<file path="config.mk">
export PLATFORM = sky130hd
export DESIGN_NAME = ust_timer
export DESIGN_NICKNAME = d
export VERILOG_FILES = /design/src/logic/ust_pkg.sv /design/src/logic/ust_alarm.sv /design/src/logic/ust_timer.sv
export SDC_FILE = /design/constraint.sdc
export NUM_CORES = 1
export LEC_CHECK = 0
export BUFFER_PORTS_ARGS = -buffer_cell sky130_fd_sc_hd__buf_2
export CORE_ASPECT_RATIO = 1.4
export CORE_MARGIN = 2
export CORE_UTILIZATION = 56
export CTS_BUF_LIST = sky130_fd_sc_hd__clkbuf_4 sky130_fd_sc_hd__clkbuf_8
export DETAILED_ROUTE_END_ITERATION = 6
export PLACE_DENSITY = 0.77
export SLEW_MARGIN = 15
export SYNTH_ARGS = -nofsm -noshare
export SYNTH_HDL_FRONTEND = slang
export SYNTH_HIERARCHICAL = 1
export SYNTH_SLANG_ARGS = --single-unit
</file>
<file path="constraint.sdc">
create_clock -name core_clk_i -period 2.08 [get_ports core_clk_i]
set_clock_uncertainty 0.15 [all_clocks]
set_input_delay 0.312 -clock core_clk_i [delete_from_list [all_inputs] [get_ports core_clk_i]]
set_output_delay 0.312 -clock core_clk_i [all_outputs]
set_load 0.01 [all_outputs]
</file>
<file path="src/logic/ust_pkg.sv">
// Purpose: shared constants for the microsecond timer with four alarms
// Assumes: single clock domain, tick pulse produced by logic on the same clock
// Notes: no software registers; control and status travel as plain ports
`default_nettype none

package ust_pkg;
  localparam int CNT_W = 64;            // full count width
  localparam int HALF_W = 32;           // bus and compare width
  localparam int NUM_ALARMS = 4;        // alarm count
  localparam int RD_SEL_W = 2;          // read selector width
  localparam logic [1:0] RD_LO_LATCH = 2'h0; // low half, latches high half
  localparam logic [1:0] RD_HI_HELD = 2'h1;  // high half from latch
  localparam logic [1:0] RD_LO_RAW = 2'h2;   // low half, no latching
  localparam logic [63:0] CNT_RST = 64'h0;   // count after reset
  localparam logic [31:0] HALF_RST = 32'h0;  // target, latch and read data reset
endpackage : ust_pkg

`default_nettype wire

</file>
<file path="src/logic/ust_alarm.sv">
// Purpose: one compare alarm with sticky interrupt and enable
// Assumes: strobes are one-cycle pulses on core_clk_i
// Notes: a write in the same cycle as a cancel wins and re-arms
`default_nettype none

module ust_alarm (
  input wire logic core_clk_i,                        // 40 MHz clock
  input wire logic rst_n_i,                           // async reset, low
  input wire logic clk_en_i,                          // freezes state when low
  input wire logic [ust_pkg::HALF_W-1:0] cnt_lo_i,    // low half of count
  input wire logic wr_i,                              // load target pulse
  input wire logic [ust_pkg::HALF_W-1:0] target_i,    // new target
  input wire logic cancel_i,                          // disarm pulse
  input wire logic force_i,                           // force interrupt pulse
  input wire logic clr_i,                             // write-one-to-clear
  input wire logic en_i,                              // interrupt enable level
  output logic armed_o,                               // alarm armed
  output logic irq_o                                  // interrupt, registered
);
  logic armed_r, armed_nxt;
  logic pend_r, pend_nxt;
  logic irq_r, irq_nxt;
  logic [ust_pkg::HALF_W-1:0] target_r, target_nxt;
  logic hit;

  // match only while armed; a cancel in the same cycle suppresses it
  always_comb begin
    hit = armed_r && !cancel_i && (cnt_lo_i == target_r);
    target_nxt = wr_i ? target_i : target_r;
    if (wr_i) begin
      armed_nxt = 1'b1;
    end else if (cancel_i || hit) begin
      armed_nxt = 1'b0;
    end else begin
      armed_nxt = armed_r;
    end
    // set wins over clear so an event in the clearing cycle is kept
    if (hit || force_i) begin
      pend_nxt = 1'b1;
    end else if (clr_i) begin
      pend_nxt = 1'b0;
    end else begin
      pend_nxt = pend_r;
    end
    irq_nxt = pend_nxt && en_i;
  end

  // state registers, frozen by the clock enable
  always_ff @(posedge core_clk_i or negedge rst_n_i) begin
    if (!rst_n_i) begin
      armed_r <= 1'b0;
      pend_r <= 1'b0;
      irq_r <= 1'b0;
      target_r <= ust_pkg::HALF_RST;
    end else if (clk_en_i) begin
      armed_r <= armed_nxt;
      pend_r <= pend_nxt;
      irq_r <= irq_nxt;
      target_r <= target_nxt;
    end
  end

  assign armed_o = armed_r;
  assign irq_o = irq_r;

  arm_write_a: assert property (@(posedge core_clk_i) disable iff (!rst_n_i)
    clk_en_i && wr_i |=> armed_r && target_r == $past(target_i))
    else $error("write did not arm alarm with new target");
  cancel_stop_a: assert property (@(posedge core_clk_i) disable iff (!rst_n_i)
    clk_en_i && cancel_i && !wr_i && !force_i && !pend_r |=> !armed_r && !pend_r)
    else $error("cancelled alarm still armed or pending");
  match_fire_a: assert property (@(posedge core_clk_i) disable iff (!rst_n_i)
    clk_en_i && armed_r && !cancel_i && cnt_lo_i == target_r |=> pend_r)
    else $error("match did not set pending");
  self_disarm_a: assert property (@(posedge core_clk_i) disable iff (!rst_n_i)
    clk_en_i && hit && !wr_i |=> !armed_r)
    else $error("alarm stayed armed after match");
  force_irq_a: assert property (@(posedge core_clk_i) disable iff (!rst_n_i)
    clk_en_i && force_i && en_i |=> irq_r ##1 (irq_r || $past(clr_i) || !$past(en_i)))
    else $error("forced interrupt not raised");
  sticky_hold_a: assert property (@(posedge core_clk_i) disable iff (!rst_n_i)
    pend_r && !(clk_en_i && clr_i) |=> pend_r)
    else $error("pending dropped without clear");
  irq_enable_a: assert property (@(posedge core_clk_i) disable iff (!rst_n_i)
    clk_en_i && !en_i |=> !irq_r)
    else $error("disabled alarm raised interrupt");

  match_seen_c: cover property (@(posedge core_clk_i) disable iff (!rst_n_i)
    clk_en_i && hit && en_i ##1 irq_r);
  force_clear_c: cover property (@(posedge core_clk_i) disable iff (!rst_n_i)
    clk_en_i && force_i ##[1:4] clk_en_i && clr_i ##1 !pend_r);
endmodule : ust_alarm

`default_nettype wire

</file>
<file path="src/logic/ust_timer.sv">
// Purpose: free-running 64-bit microsecond counter with four compare alarms
// Assumes: tick_i is a one-cycle pulse from logic on core_clk_i
// Notes: read data appears one cycle after a read strobe, with rd_valid_o
// Notes: the high half is only coherent when read through the latch pair
// Notes: alarms compare the registered count every enabled cycle, so a
// target equal to the current low half fires on the very next edge
`default_nettype none

module ust_timer #(
  parameter int NUM_ALARMS = ust_pkg::NUM_ALARMS  // alarm count
) (
  input wire logic core_clk_i,                          // 40 MHz clock
  input wire logic rst_n_i,                             // async reset, low
  input wire logic clk_en_i,                            // freezes state when low
  input wire logic tick_i,                              // one-microsecond pulse
  input wire logic rd_req_i,                            // read strobe
  input wire logic [ust_pkg::RD_SEL_W-1:0] rd_sel_i,    // which half to read
  input wire logic [NUM_ALARMS-1:0] alm_wr_i,           // per-alarm target write
  input wire logic [ust_pkg::HALF_W-1:0] alm_target_i,  // target value
  input wire logic [NUM_ALARMS-1:0] alm_cancel_i,       // per-alarm cancel
  input wire logic [NUM_ALARMS-1:0] alm_force_i,        // per-alarm force
  input wire logic [NUM_ALARMS-1:0] irq_clr_i,          // write-one-to-clear
  input wire logic [NUM_ALARMS-1:0] irq_en_i,           // interrupt enables
  output logic [ust_pkg::HALF_W-1:0] rd_data_o,         // read data, registered
  output logic rd_valid_o,                              // read data valid pulse
  output logic [NUM_ALARMS-1:0] armed_o,                // alarm armed flags
  output logic [NUM_ALARMS-1:0] irq_o                   // one interrupt per alarm
);
  logic [ust_pkg::CNT_W-1:0] count_r, count_nxt;
  logic [ust_pkg::HALF_W-1:0] hi_hold_r, hi_hold_nxt;
  logic [ust_pkg::HALF_W-1:0] rd_data_r, rd_data_nxt;
  logic rd_valid_r, rd_valid_nxt;

  // half selectors for the read path; the alarm hookup slices count_r[31:0] itself
  function automatic logic [ust_pkg::HALF_W-1:0] lo_half(input logic [ust_pkg::CNT_W-1:0] c);
    return c[ust_pkg::HALF_W-1:0];
  endfunction

  function automatic logic [ust_pkg::HALF_W-1:0] hi_half(input logic [ust_pkg::CNT_W-1:0] c);
    return c[ust_pkg::CNT_W-1:ust_pkg::HALF_W];
  endfunction

  // counter: only ever steps up by one; full 64 bits never wrap in practice
  always_comb begin
    count_nxt = count_r;
    if (tick_i) begin
      count_nxt = count_r + 64'h1;
    end
  end

  // read path: a latching low read snapshots the high half for the pair
  always_comb begin
    hi_hold_nxt = hi_hold_r;
    rd_data_nxt = rd_data_r;
    rd_valid_nxt = 1'b0;
    if (rd_req_i) begin
      rd_valid_nxt = 1'b1;
      unique case (rd_sel_i)
        ust_pkg::RD_LO_LATCH: begin
          rd_data_nxt = lo_half(count_r);
          hi_hold_nxt = hi_half(count_r);
        end
        ust_pkg::RD_HI_HELD: begin
          rd_data_nxt = hi_hold_r;
        end
        ust_pkg::RD_LO_RAW: begin
          rd_data_nxt = lo_half(count_r);
        end
        default: begin
          rd_data_nxt = ust_pkg::HALF_RST; // unused selector reads zero
        end
      endcase
    end
  end

  // counter and read registers, all frozen by the clock enable
  always_ff @(posedge core_clk_i or negedge rst_n_i) begin
    if (!rst_n_i) begin
      count_r <= ust_pkg::CNT_RST;
      hi_hold_r <= ust_pkg::HALF_RST;
      rd_data_r <= ust_pkg::HALF_RST;
      rd_valid_r <= 1'b0;
    end else if (clk_en_i) begin
      count_r <= count_nxt;
      hi_hold_r <= hi_hold_nxt;
      rd_data_r <= rd_data_nxt;
      rd_valid_r <= rd_valid_nxt;
    end
  end

  assign rd_data_o = rd_data_r;
  assign rd_valid_o = rd_valid_r;

  // one alarm per interrupt line, all comparing the low half
  for (genvar g = 0; g < NUM_ALARMS; g++) begin : g_alarm
    ust_alarm u_alarm (
      .core_clk_i(core_clk_i),
      .rst_n_i(rst_n_i),
      .clk_en_i(clk_en_i),
      .cnt_lo_i(count_r[31:0]),
      .wr_i(alm_wr_i[g]),
      .target_i(alm_target_i),
      .cancel_i(alm_cancel_i[g]),
      .force_i(alm_force_i[g]),
      .clr_i(irq_clr_i[g]),
      .en_i(irq_en_i[g]),
      .armed_o(armed_o[g]),
      .irq_o(irq_o[g])
    );

    // a force with the enable set must show on this line next edge
    force_set_a: assert property (@(posedge core_clk_i) disable iff (!rst_n_i)
      clk_en_i && alm_force_i[g] && irq_en_i[g] |=> irq_o[g])
      else $error("forced interrupt missing on its own line");
    // a cancel without a write must leave the alarm disarmed
    cancel_off_a: assert property (@(posedge core_clk_i) disable iff (!rst_n_i)
      clk_en_i && alm_cancel_i[g] && !alm_wr_i[g] |=> !armed_o[g])
      else $error("cancel left alarm armed");
    // with nothing able to set it, a clear must drop the line
    clear_off_a: assert property (@(posedge core_clk_i) disable iff (!rst_n_i)
      clk_en_i && irq_clr_i[g] && !alm_force_i[g] && !armed_o[g] |=> !irq_o[g])
      else $error("interrupt survived its clear");
  end

  count_inc_a: assert property (@(posedge core_clk_i) disable iff (!rst_n_i)
    clk_en_i && tick_i |=> count_r == $past(count_r) + 64'h1)
    else $error("count did not step by one on tick");
  count_mono_a: assert property (@(posedge core_clk_i) disable iff (!rst_n_i)
    !(clk_en_i && tick_i) |=> count_r == $past(count_r))
    else $error("count changed without a tick");
  latch_pair_a: assert property (@(posedge core_clk_i) disable iff (!rst_n_i)
    clk_en_i && rd_req_i && rd_sel_i == ust_pkg::RD_LO_LATCH
    ##1 clk_en_i && rd_req_i && rd_sel_i == ust_pkg::RD_HI_HELD
    |=> rd_valid_o && rd_data_o == $past(count_r[63:32], 2))
    else $error("high half not from latched snapshot");
  raw_low_a: assert property (@(posedge core_clk_i) disable iff (!rst_n_i)
    clk_en_i && rd_req_i && rd_sel_i == ust_pkg::RD_LO_RAW
    |=> rd_valid_o && rd_data_o == $past(count_r[31:0]) && $stable(hi_hold_r))
    else $error("raw low read wrong or disturbed latch");

  // valid is a single pulse: no request, no valid
  rd_idle_a: assert property (@(posedge core_clk_i) disable iff (!rst_n_i)
    clk_en_i && !rd_req_i |=> !rd_valid_o)
    else $error("read valid without a request");
  // every accepted request answers on the next edge
  rd_pulse_a: assert property (@(posedge core_clk_i) disable iff (!rst_n_i)
    clk_en_i && rd_req_i |=> rd_valid_o)
    else $error("read request not answered");
  // the unused selector must read zero, never stale data
  sel_zero_a: assert property (@(posedge core_clk_i) disable iff (!rst_n_i)
    clk_en_i && rd_req_i && rd_sel_i == 2'h3 |=> rd_data_o == ust_pkg::HALF_RST)
    else $error("unused selector returned data");
  // only a latching low read may touch the held high half
  latch_keep_a: assert property (@(posedge core_clk_i) disable iff (!rst_n_i)
    clk_en_i && !(rd_req_i && rd_sel_i == ust_pkg::RD_LO_LATCH) |=> $stable(hi_hold_r))
    else $error("latched high half disturbed");
  // the latch takes the high half of the same instant as the low read
  latch_take_a: assert property (@(posedge core_clk_i) disable iff (!rst_n_i)
    clk_en_i && rd_req_i && rd_sel_i == ust_pkg::RD_LO_LATCH
    |=> hi_hold_r == $past(count_r[63:32]))
    else $error("latch missed the high half");
  // a low enable freezes the count, read data, interrupt lines and armed flags
  freeze_a: assert property (@(posedge core_clk_i) disable iff (!rst_n_i)
    !clk_en_i |=> $stable(count_r) && $stable(rd_data_o) && $stable(irq_o) && $stable(armed_o))
    else $error("state moved with clock enable low");
  // the low half wraps to zero on a tick from all ones
  low_wrap_a: assert property (@(posedge core_clk_i) disable iff (!rst_n_i)
    clk_en_i && tick_i && count_r[31:0] == 32'hffffffff |=> count_r[31:0] == 32'h0)
    else $error("low half did not wrap to zero");
  // no carry, no change in the high half
  hi_step_a: assert property (@(posedge core_clk_i) disable iff (!rst_n_i)
    clk_en_i && tick_i && count_r[31:0] != 32'hffffffff
    |=> count_r[63:32] == $past(count_r[63:32]))
    else $error("high half moved without a carry");
  // the full count never goes backwards
  count_up_a: assert property (@(posedge core_clk_i) disable iff (!rst_n_i)
    1'b1 |=> count_r >= $past(count_r))
    else $error("count went backwards");
  // a masked alarm never shows on its line
  irq_masked_a: assert property (@(posedge core_clk_i) disable iff (!rst_n_i)
    clk_en_i |=> (irq_o & ~$past(irq_en_i)) == '0)
    else $error("masked alarm raised its line");
  // every written alarm is armed on the next edge
  arm_all_a: assert property (@(posedge core_clk_i) disable iff (!rst_n_i)
    clk_en_i && |alm_wr_i |=> (armed_o & $past(alm_wr_i)) == $past(alm_wr_i))
    else $error("written alarm not armed");

  pair_read_c: cover property (@(posedge core_clk_i) disable iff (!rst_n_i)
    rd_req_i && rd_sel_i == ust_pkg::RD_LO_LATCH ##[1:8] rd_req_i
    && rd_sel_i == ust_pkg::RD_HI_HELD);
  low_wrap_c: cover property (@(posedge core_clk_i) disable iff (!rst_n_i)
    clk_en_i && tick_i && count_r[31:0] == 32'hffffffff);
  any_irq_c: cover property (@(posedge core_clk_i) disable iff (!rst_n_i) |irq_o);
endmodule : ust_timer

`default_nettype wire

</file>
-- Word-level counts from Yosys, hierarchy flattened
Index checks and enable logic that the tools add are counted.
- add/subtract/negate cells: 1
- equality and inequality tests: 6
- multiplexer cells: 18
- reduce and logical (&&, ||, !) cells: 41
- operators by type and width (cell ; number):
    equality test 32 bit ; 4
    adder 64 x 1 -> 64 bit, second input constant ; 1
    one-hot mux 32 bit (2 select lines) ; 1
    AND reduction 2 bit ; 10
    2-to-1 mux 1 bit ; 17
    logical AND 1 bit ; 12
    logical OR 1 bit ; 8
    nonzero test 2 bit ; 4
    logical NOT 1 bit ; 4
    AND reduction 3 bit ; 1
    equality test 2 x 1 -> 1 bit, second input constant ; 1
    equality test 2 bit, second input constant ; 1
    logical NOT 2 bit ; 1
    OR reduction 2 bit ; 1
- register bits: 269
- input bits: 59
- output and inout port bits: 41
- logic and storage cells: 86

-- Depth between registers and ports, before layout
Gate-level depths: netlist of the first run.
- depth after elaboration: 6
- gate-level depth with buffers: 7
- gate-level depth less buffers: 6

-- Modules after synthesis
The synthesis of the first run kept the hierarchy.
- by module, submodules not included (module ; instances ; cells each ; area each (sq um) ; seq. area each (sq um)):
    ust_alarm ; 4 ; 134 ; 1700.4 ; 875.8
    ust_timer ; 1 ; 507 ; 5650.4 ; 3228.1

-- Worst setup path after synthesis of the first run
Ideal clock, no wire load.
- kind: reg2reg
- start: register count_r[0] (netlist name)
- end: register count_r[56] (netlist name)
- setup time: 0.079 ns
- data arrival time: 2.068 ns
- data required time: 1.851 ns
- slack: -0.217 ns
- stages on the path, launching flop included: 8
- period minus slack after synthesis: 2.297 ns
- cell sequence: dfrtp_1 ha_1 and4_1 clkbuf_1 and2b_1 nand4_1 nor4_1 xor2_1
- longest elaborated chain between the ends: 1
- ends and longest elaborated chain (what ; line ; text):
    from (decl) ; ust_timer.sv:29 ; logic [ust_pkg::CNT_W-1:0] count_r, count_nxt;
    from (signal assigned) ; ust_timer.sv:79 ; count_r <= ust_pkg::CNT_RST;
    from (signal assigned) ; ust_timer.sv:84 ; count_r <= count_nxt;
    adder 64 x 1 -> 64 bit ; ust_timer.sv:47 ; count_nxt = count_r + 64'h1;
Every way passes these cells.
A chain may end at the register's enable or synchronous reset.

-- Worst setup path after layout of the first run
- start: register count_r[12] (netlist name)
- end: register count_r[46] (netlist name)
The elaborated chain is that of the path after synthesis.

==> summary.md, run 1 <==
| Metric | Value |
|---|---|
| Distinct cells, synth | 40 |
| Syn Nets | 1103 |
| Reg area | between 0.006 and 0.007 mm2 |
| First-pass GRT wire length | approximately 52000 um |
| Slew Limit Fails | 0 |
| Nets | 1412 |
| Syn Area/Cell | 11.9 um2 |
| PwrDens | ~800 mW/mm2 |
| Crit Path Max Fanout | 9 |
| CTS Buffer Depth | 3 |
| CP Cell Sequence | nand4_1, buf_4, nor4_4, buf_6, nand4_4, buf_4, nor4_4, xor2_1 |
| Reg-to-reg setup timing slack | -160 ps |
| CP peak stage delay | between 400 and 500 ps |
| Syn. warnings | 6 |
| GRT Util Overall | 29.1% |
| Share of cells above drive strength 1 | 40.5% |
| Core Region | approximately 0.022 mm2 |
| Vias per std cell | 5.76 |
| Worst slew pin tran | 841 ps |
| CTS root buffer | clkbuf_8 |
| Antenna violations before repair | 2 |
| Crit Path Class | register to register |
| Setup-failing EPs final | 31 |
| Fill count | 1328 |
| Pin count of the biggest net entering global routing | 64 |
| Clock transition at the registers of the reported paths | 70 ps |
| DRT iter0 DRCs | 731 |
| Post-Place Worst Slack | -140 ps |
| Fmax | between 0.4 and 0.5 GHz |
| CTS buffer count | 42 |
| Post-synth EDFFs | 0 |
| Detail Placement HPWL | 23100 um |
| Setup ws final | -156 ps |
| Vias in the first global route | 9929 |
| Startpoint types | register |
| Max H-tree Level | 2 |
| Worst VDD drop | 0.522 mV |
| Final worst-path cycle share | 108% |
| Power, Total | between 0.01 and 0.015 W |
| Crit path time final | 2240 ps |
| CP Capture Type | register |
| Cell Area, Placed | 0.0143 mm2 |
| Final hold vios | 0 |
| Slowest library cell on the worst path | dfrtp_2 |
| Async SR Flop Fraction | 100% |
| Finished Cell Area | 0.0163 mm2 |
| Starting Density | 57.0% |
| Num rows | 64 |
| CTS tree | done |
| Max-Cap Viols | 0 |
| Antenna-violating nets left | 0 |
| First drt pass iteration count | 7 |
| Avg WL per Cell | 21.1 um |
| Sequential share of the synthesized area | 54.1% |
| Max_slew headroom | 43.8% |
| Die area | 0.0235 mm2 |
| Hold Crit Class | input pin to register |
| Mapped Area | 0.0125 mm2 |
| Boundary Pins | 100 |
| Data required time of the critical path | 2380 ps |
| Grt ovf | 0 |
| Multi-input gate area | about 0.006 mm2 |
| Post-Syn Instances | 1043 |
| Residual DRC count | 0 |
| Core Util, Final | 74.7% |
| Later-pin clock latency in the skew report | 550 ps |
| Status | finished, violations left |
| Clock Sinks | 269 |
| Die H | 180 um |
| Failing checks | setup timing |
| Pleak | 7.63 nW |
| Die Width | 130 um |
| Post-Route WL | 35600 um |
| Final Wtd Congestion | 0.927 |
| P&R area growth vs syn | 31.1% |
| Critical path data arrival time | 2540 ps |
| Routed vias | 9696 |
| Seq cells post-synth | 269 |
| Top_reg_cell synth | dfrtp_1 |
| RSZ-0062 raised after global routing | yes |
| Port Buffers | 99 |
## critical path, delay by kind of cell, from the launching register on
| family | cells | cell delay [ps] |
|---|---|---|
| AND/OR/NAND/NOR | 4 | 780 |
| XOR/XNOR | 1 | 180 |
| flip-flops | 1 | 430 |
| buffers and inverters | 3 | 590 |
## kinds of logic after synthesis
kind of cell	share of synthesized area (%)
AOI/OAI and AO/OA	4.28
xor gates and xnor gates	12.0
adders and majority gates	0.100
buffers and inverters	1.91
DFF	54.1
muxes	14.6
and+or+nand+nor	13.1
## flip-flops by register name (all words and copies together) (netlist names)
name and cells:
hi_hold_r 32, count_r 64, rd_valid_o 1, g_alarm.u_alarm/armed_o 4
rd_data_o 32, g_alarm.u_alarm/irq_o 4, g_alarm.u_alarm/pend_r 4, g_alarm.u_alarm/target_r 128
## cells in the mapped netlist (5+ instances only)
cell type,count,area share (%)
inv_1,33,0.99
o21ai_0,5,0.20
buf_1,8,0.24
dfrtp_1,269,54
nand4_1,30,1.5
xor2_1,125,8.8
xnor2_1,46,3.2
nand3_1,27,1.1
nor4_1,25,1.3
nor4_2,8,0.80
clkbuf_1,21,0.63
and4_1,5,0.35
o22ai_1,8,0.40
nor2_1,104,3.1
nor2b_1,16,0.80
a221oi_1,31,2.2
nor3_1,20,0.80
mux2_2,161,15
nand2_1,52,1.6
## timing repair
action | in CTS | in global routing
setup endpoints to repair | 22 | 38
hold buffers | 56 | 0
resized for setup | 23 | 59
buffers inserted | 10 | 18
pin swaps | 6 | 33
hold endpoints to repair | 256 | 0
## worst paths after layout
check	startpoint	to	cells after the start
max	count_r[12]	count_r[46]	8
min	rd_req_i	rd_valid_o	4
max reg2reg	count_r[12]	count_r[46]	8
min reg2reg	count_r[63]	count_r[63]	1
max in group asynchronous	rst_n_i	count_r[30]	3
min in group asynchronous	rst_n_i	g_alarm[0].u_alarm/target_r[18]	2
## where the power goes
part | internal [W] | switching [W] | leakage (nW) | total (W)
logic | 0.00123 | 0.00122 | 3.87 | 0.00245
registers | 0.00579 | 0.000443 | 3.28 | 0.00624
clock network | 0.00257 | 0.00204 | 0.478 | 0.00461
## placed cells by master (no fill, tap or decap), types with 8 or more instances in the layout
master,count
dlygate4sd3_1,56
nor2b_1,16
nor2_1,96
nor3_1,15
nand2_1,52
clkbuf_4,16
nand4_1,30
buf_4,116
clkbuf_8,53
xor2_1,122
a221oi_1,31
nor4_1,12
inv_1,33
o22ai_1,8
xnor2_1,41
nand3_1,24
dfrtp_2,22
nor4_4,11
nor4_2,11
buf_12,14
mux2_2,161
buf_2,98
buf_6,10
dfrtp_1,247
## layout make-up
cell class                 instances  area share (%)
multi-input combinational        711            35.9
clock buffer                      69            5.20
timing repair buffer             295            14.3
sequential                       269            41.4
tap                              297            2.28
antenna                            2          0.0307
inverter                          33           0.759
clock inverter                     6           0.184
## per-layer routing
layer  track usage [%]  share of wire, %
met5                 0                 0
met4              14.2               6.1
met3              4.57               5.9
met2              51.6                52
met1              33.6                36
## through the flow
step / instances / setup TNS [ps] / hold slack (ps)
final: 1682 / -2010 / 148
after global routing: 1681 / -4030 / 163
after CTS: 1662 / -5.78 / 125
after detailed placement: 1521 / -1320 / 158
after global placement: 1521 / -759 / 159
after floorplan: 1043 / -297 / -134
Note: power is estimated with default switching activity, not from simulation.
==> run 2: changes to the inputs <==
Settings changed: CAP_MARGIN from default to 20.
Clock period 2.08 ns to 1.8 ns, I/O delays scaled along.
==> run 2 against run 1 <==
Effect of this change: the run still ends with setup timing left; sequential cell count stayed put; register-to-register slack got worse by 370 ps; via count grew 11%; sequential share of layout area down 2.9 points; hold slack lost 120 ps; critical path depth fell by 3; wire length increased by 23%; critical path type unchanged; largest cell class unchanged; highest routed layer unchanged.
==> summary.md, run 2 (same netlist as run 1, synthesis figures left out) <==
| Metric | Value |
|---|---|
| Detail Placement HPWL | 24700 um (+6.8%) |
| First-pass GRT wire length | 61400 um (+17%) |
| Slew Limit Fails | 0 (unchanged) |
| Worst slew pin tran | 684 ps (-157 ps) |
| Routed vias | 10700 (+11%) |
| Starting Density | 57.0% (unchanged) |
| Failing checks | setup timing |
| Reg with most FFs | g_alarm.u_alarm/target_r |
| Max H-tree Level | 2 (unchanged) |
| Final Wtd Congestion | 0.915 (-1.3%) |
| Setup ws final | -527 ps (-370 ps) |
| Antenna-violating nets left | 0 (unchanged) |
| Avg WL per Cell | 25.0 um (+18%) |
| Share of cells above drive strength 1 | 47.1% (+6.6 points) |
| Cell Area, Placed | 0.0149 mm2 (+4.3%) |
| Nets | 1493 (+5.7%) |
| Sw Ratio | 29.3% (+1.5 points) |
| Met2 global-route usage | 59.2% (+7.6 points) |
| Die Width | 130 um (unchanged) |
| GRT Util Overall | 34.3% (+5.2 points) |
| Critical path data arrival time | 2650 ps (+110 ps) |
| Clock transition at the registers of the reported paths | 80 ps (about the same) |
| Max_slew headroom | 54.3% (+10 points) |
| Int Power | 0.0112 W (+17%) |
| Most frequent cells in the layout | 249 x dfrtp_1, 173 x buf_4, 161 x mux2_2, 120 x xor2_1, 98 x buf_2 |
| Final worst-path cycle share | 129% (+22 points) |
| Data required time of the critical path | 2120 ps (-260 ps) |
| P&R area growth vs syn | 40.9% |
| CTS tree | done |
| Final hold vios | 0 (unchanged) |
| Global route hottest layer | met2 |
| CTS buffer count | 42 (unchanged) |
| Port Buffers | 99 (unchanged) |
| Pin count of the biggest net entering global routing | 51 (-20%) |
| Hold_ws | 27.6 ps (-121 ps) |
| Max-Cap Viols | 0 (unchanged) |
| DRT iter0 DRCs | 879 (+20%) |
| Later-pin clock latency in the skew report | 570 ps (+20 ps) |
| Fmax | 0.430 GHz (-3.9%) |
| Boundary Pins | 100 (unchanged) |
| Status | finished, violations left |
| Fill count | 1126 (-15%) |
| First drt pass iteration count | 7 (unchanged) |
| Top Registers | g_alarm.u_alarm/target_r: 128 flops, count_r: 64 flops |
| Antenna violations before repair | 2 (unchanged) |
| Clk pwr share | 34.9% (+0.2 points) |
| Die area | 0.0235 mm2 (unchanged) |
| CP Cell Sequence | nand2b_1, nand4b_1, or4_4, nor4_4, a221o_1 |
| Sequential cell fraction of total power | 45.7% (-1.2 points) |
| Reg area | 0.00676 mm2 (about the same) |
| GR Util met3 | 6.68% (+2.1 points) |
| Comb power frac | 19.4% (+1.0 points) |
| Worst VDD drop | 0.766 mV (+47%) |
| PwrDens | 905 mW/mm2 (+11%) |
| Grt ovf | 0 (unchanged) |
| Core Region | 0.0219 mm2 (unchanged) |
| Max reg flops | 128 (unchanged) |
| Crit path time final | 2330 ps (+90.2 ps) |
| Crit Path Class | register to register |
| Slowest library cell on the worst path | or4_4 |
| Hold Crit Class | input pin to asynchronous set/reset pin |
| TNS Setup | -18990 ps (-16980 ps) |
| Vias in the first global route | 11400 (+15%) |
| Vias per std cell | 6.10 (+5.8%) |
| M1 GR Usage | 37.3% (+3.7 points) |
| Crit Path Max Fanout | 8 (-1) |
| Multi-input gate area | 0.00637 mm2 (+8.7%) |
| CTS Buffer Depth | 3 (unchanged) |
| Startpoint types | register |
| CP peak stage delay | 580 ps (+150 ps) |
| Post-Route WL | 43900 um (+23%) |
| Clock Sinks | 269 (unchanged) |
| CP Capture Type | register |
| Pleak | 8.32 nW (+9.1%) |
| Residual DRC count | 0 (unchanged) |
| CTS root buffer | clkbuf_8 |
| RSZ-0062 raised after global routing | yes |
| Finished Cell Area | 0.0175 mm2 (+7.5%) |
| Setup-failing EPs final | 61 (+97%) |
| Sw Pwr | 0.00464 W (+26%) |
| Num rows | 64 (unchanged) |
| Most common cell after layout, fill and taps aside | dfrtp_1 |
| Die H | 180 um (unchanged) |
## run 2: worst paths after layout
path	slack, ps	depth (start not counted)	from	end
setup / recovery	-530	5	count_r[27]	g_alarm[0].u_alarm/irq_o
hold / removal	30	2	rst_n_i	g_alarm[3].u_alarm/target_r[12]
setup reg to reg	-530	5	count_r[27]	g_alarm[0].u_alarm/irq_o
hold reg to reg	320	1	count_r[63]	count_r[63]
max in group asynchronous	810	4	rst_n_i	g_alarm[1].u_alarm/target_r[0]
min in group core_clk_i	30	4	rd_sel_i[0]	rd_data_o[30]
## run 2: timing repair
item                                    CTS  global route
setup buffers                            21            21
endpoints found under the setup margin   56            60
pin swaps                                56            40
hold endpoints to repair                410             0
cloned                                    1             0
resized for setup                       114            74
hold buffers                             54             0
## run 2: stage by stage
step	std cells	utilization (%)	total power, W	worst slack, ps
6_report	1758	80.2	0.0159	-527
5_1_grt	1758	80.2	0.0164	-607
4_1_cts	1737	77.7	0.0153	-313
3_5_place_dp	1591	68.0	0.00987	-543
3_3_place_gp	1591	68.0	0.00975	-473
2_1_floorplan	1043	-	0.00858	-354
## run 2: cell type report
class / count / area share (%)
clock inverters: 6 / 0.335
multi-input cells: 712 / 36.3
clock buffers: 65 / 4.60
diodes: 1 / 0.0143
repair buffers: 375 / 17.4
well taps: 297 / 2.12
inverters: 33 / 0.706
flip-flops and latches: 269 / 38.5
## run 2: worst max-delay path, delay by kind of cell, from the launching register on
kind / cells / cell delay [ps]
and+or+nand+nor: 4 / 1270
AOI/OAI and AO/OA: 1 / 300
DFF: 1 / 520
## run 2: layer usage
| layer | vias to the layer above | share of wire, % |
|---|---|---|
| met1 | 5403 | 34 |
| met2 | 618 | 51 |
| met5 | - | 0 |
| met4 | 0 | 7.7 |
| li1 | 4466 | - |
| met3 | 234 | 6.5 |
## run 2: power groups by stage
stage	Combinational, W	Sequential [W]	Clock, W
2_1_floorplan	0.00128	0.00730	0
3_3_place_gp	0.00251	0.00724	0
3_5_place_dp	0.00259	0.00727	0
4_1_cts	0.00274	0.00718	0.00540
5_1_grt	0.00327	0.00729	0.00583
6_report	0.00308	0.00725	0.00554
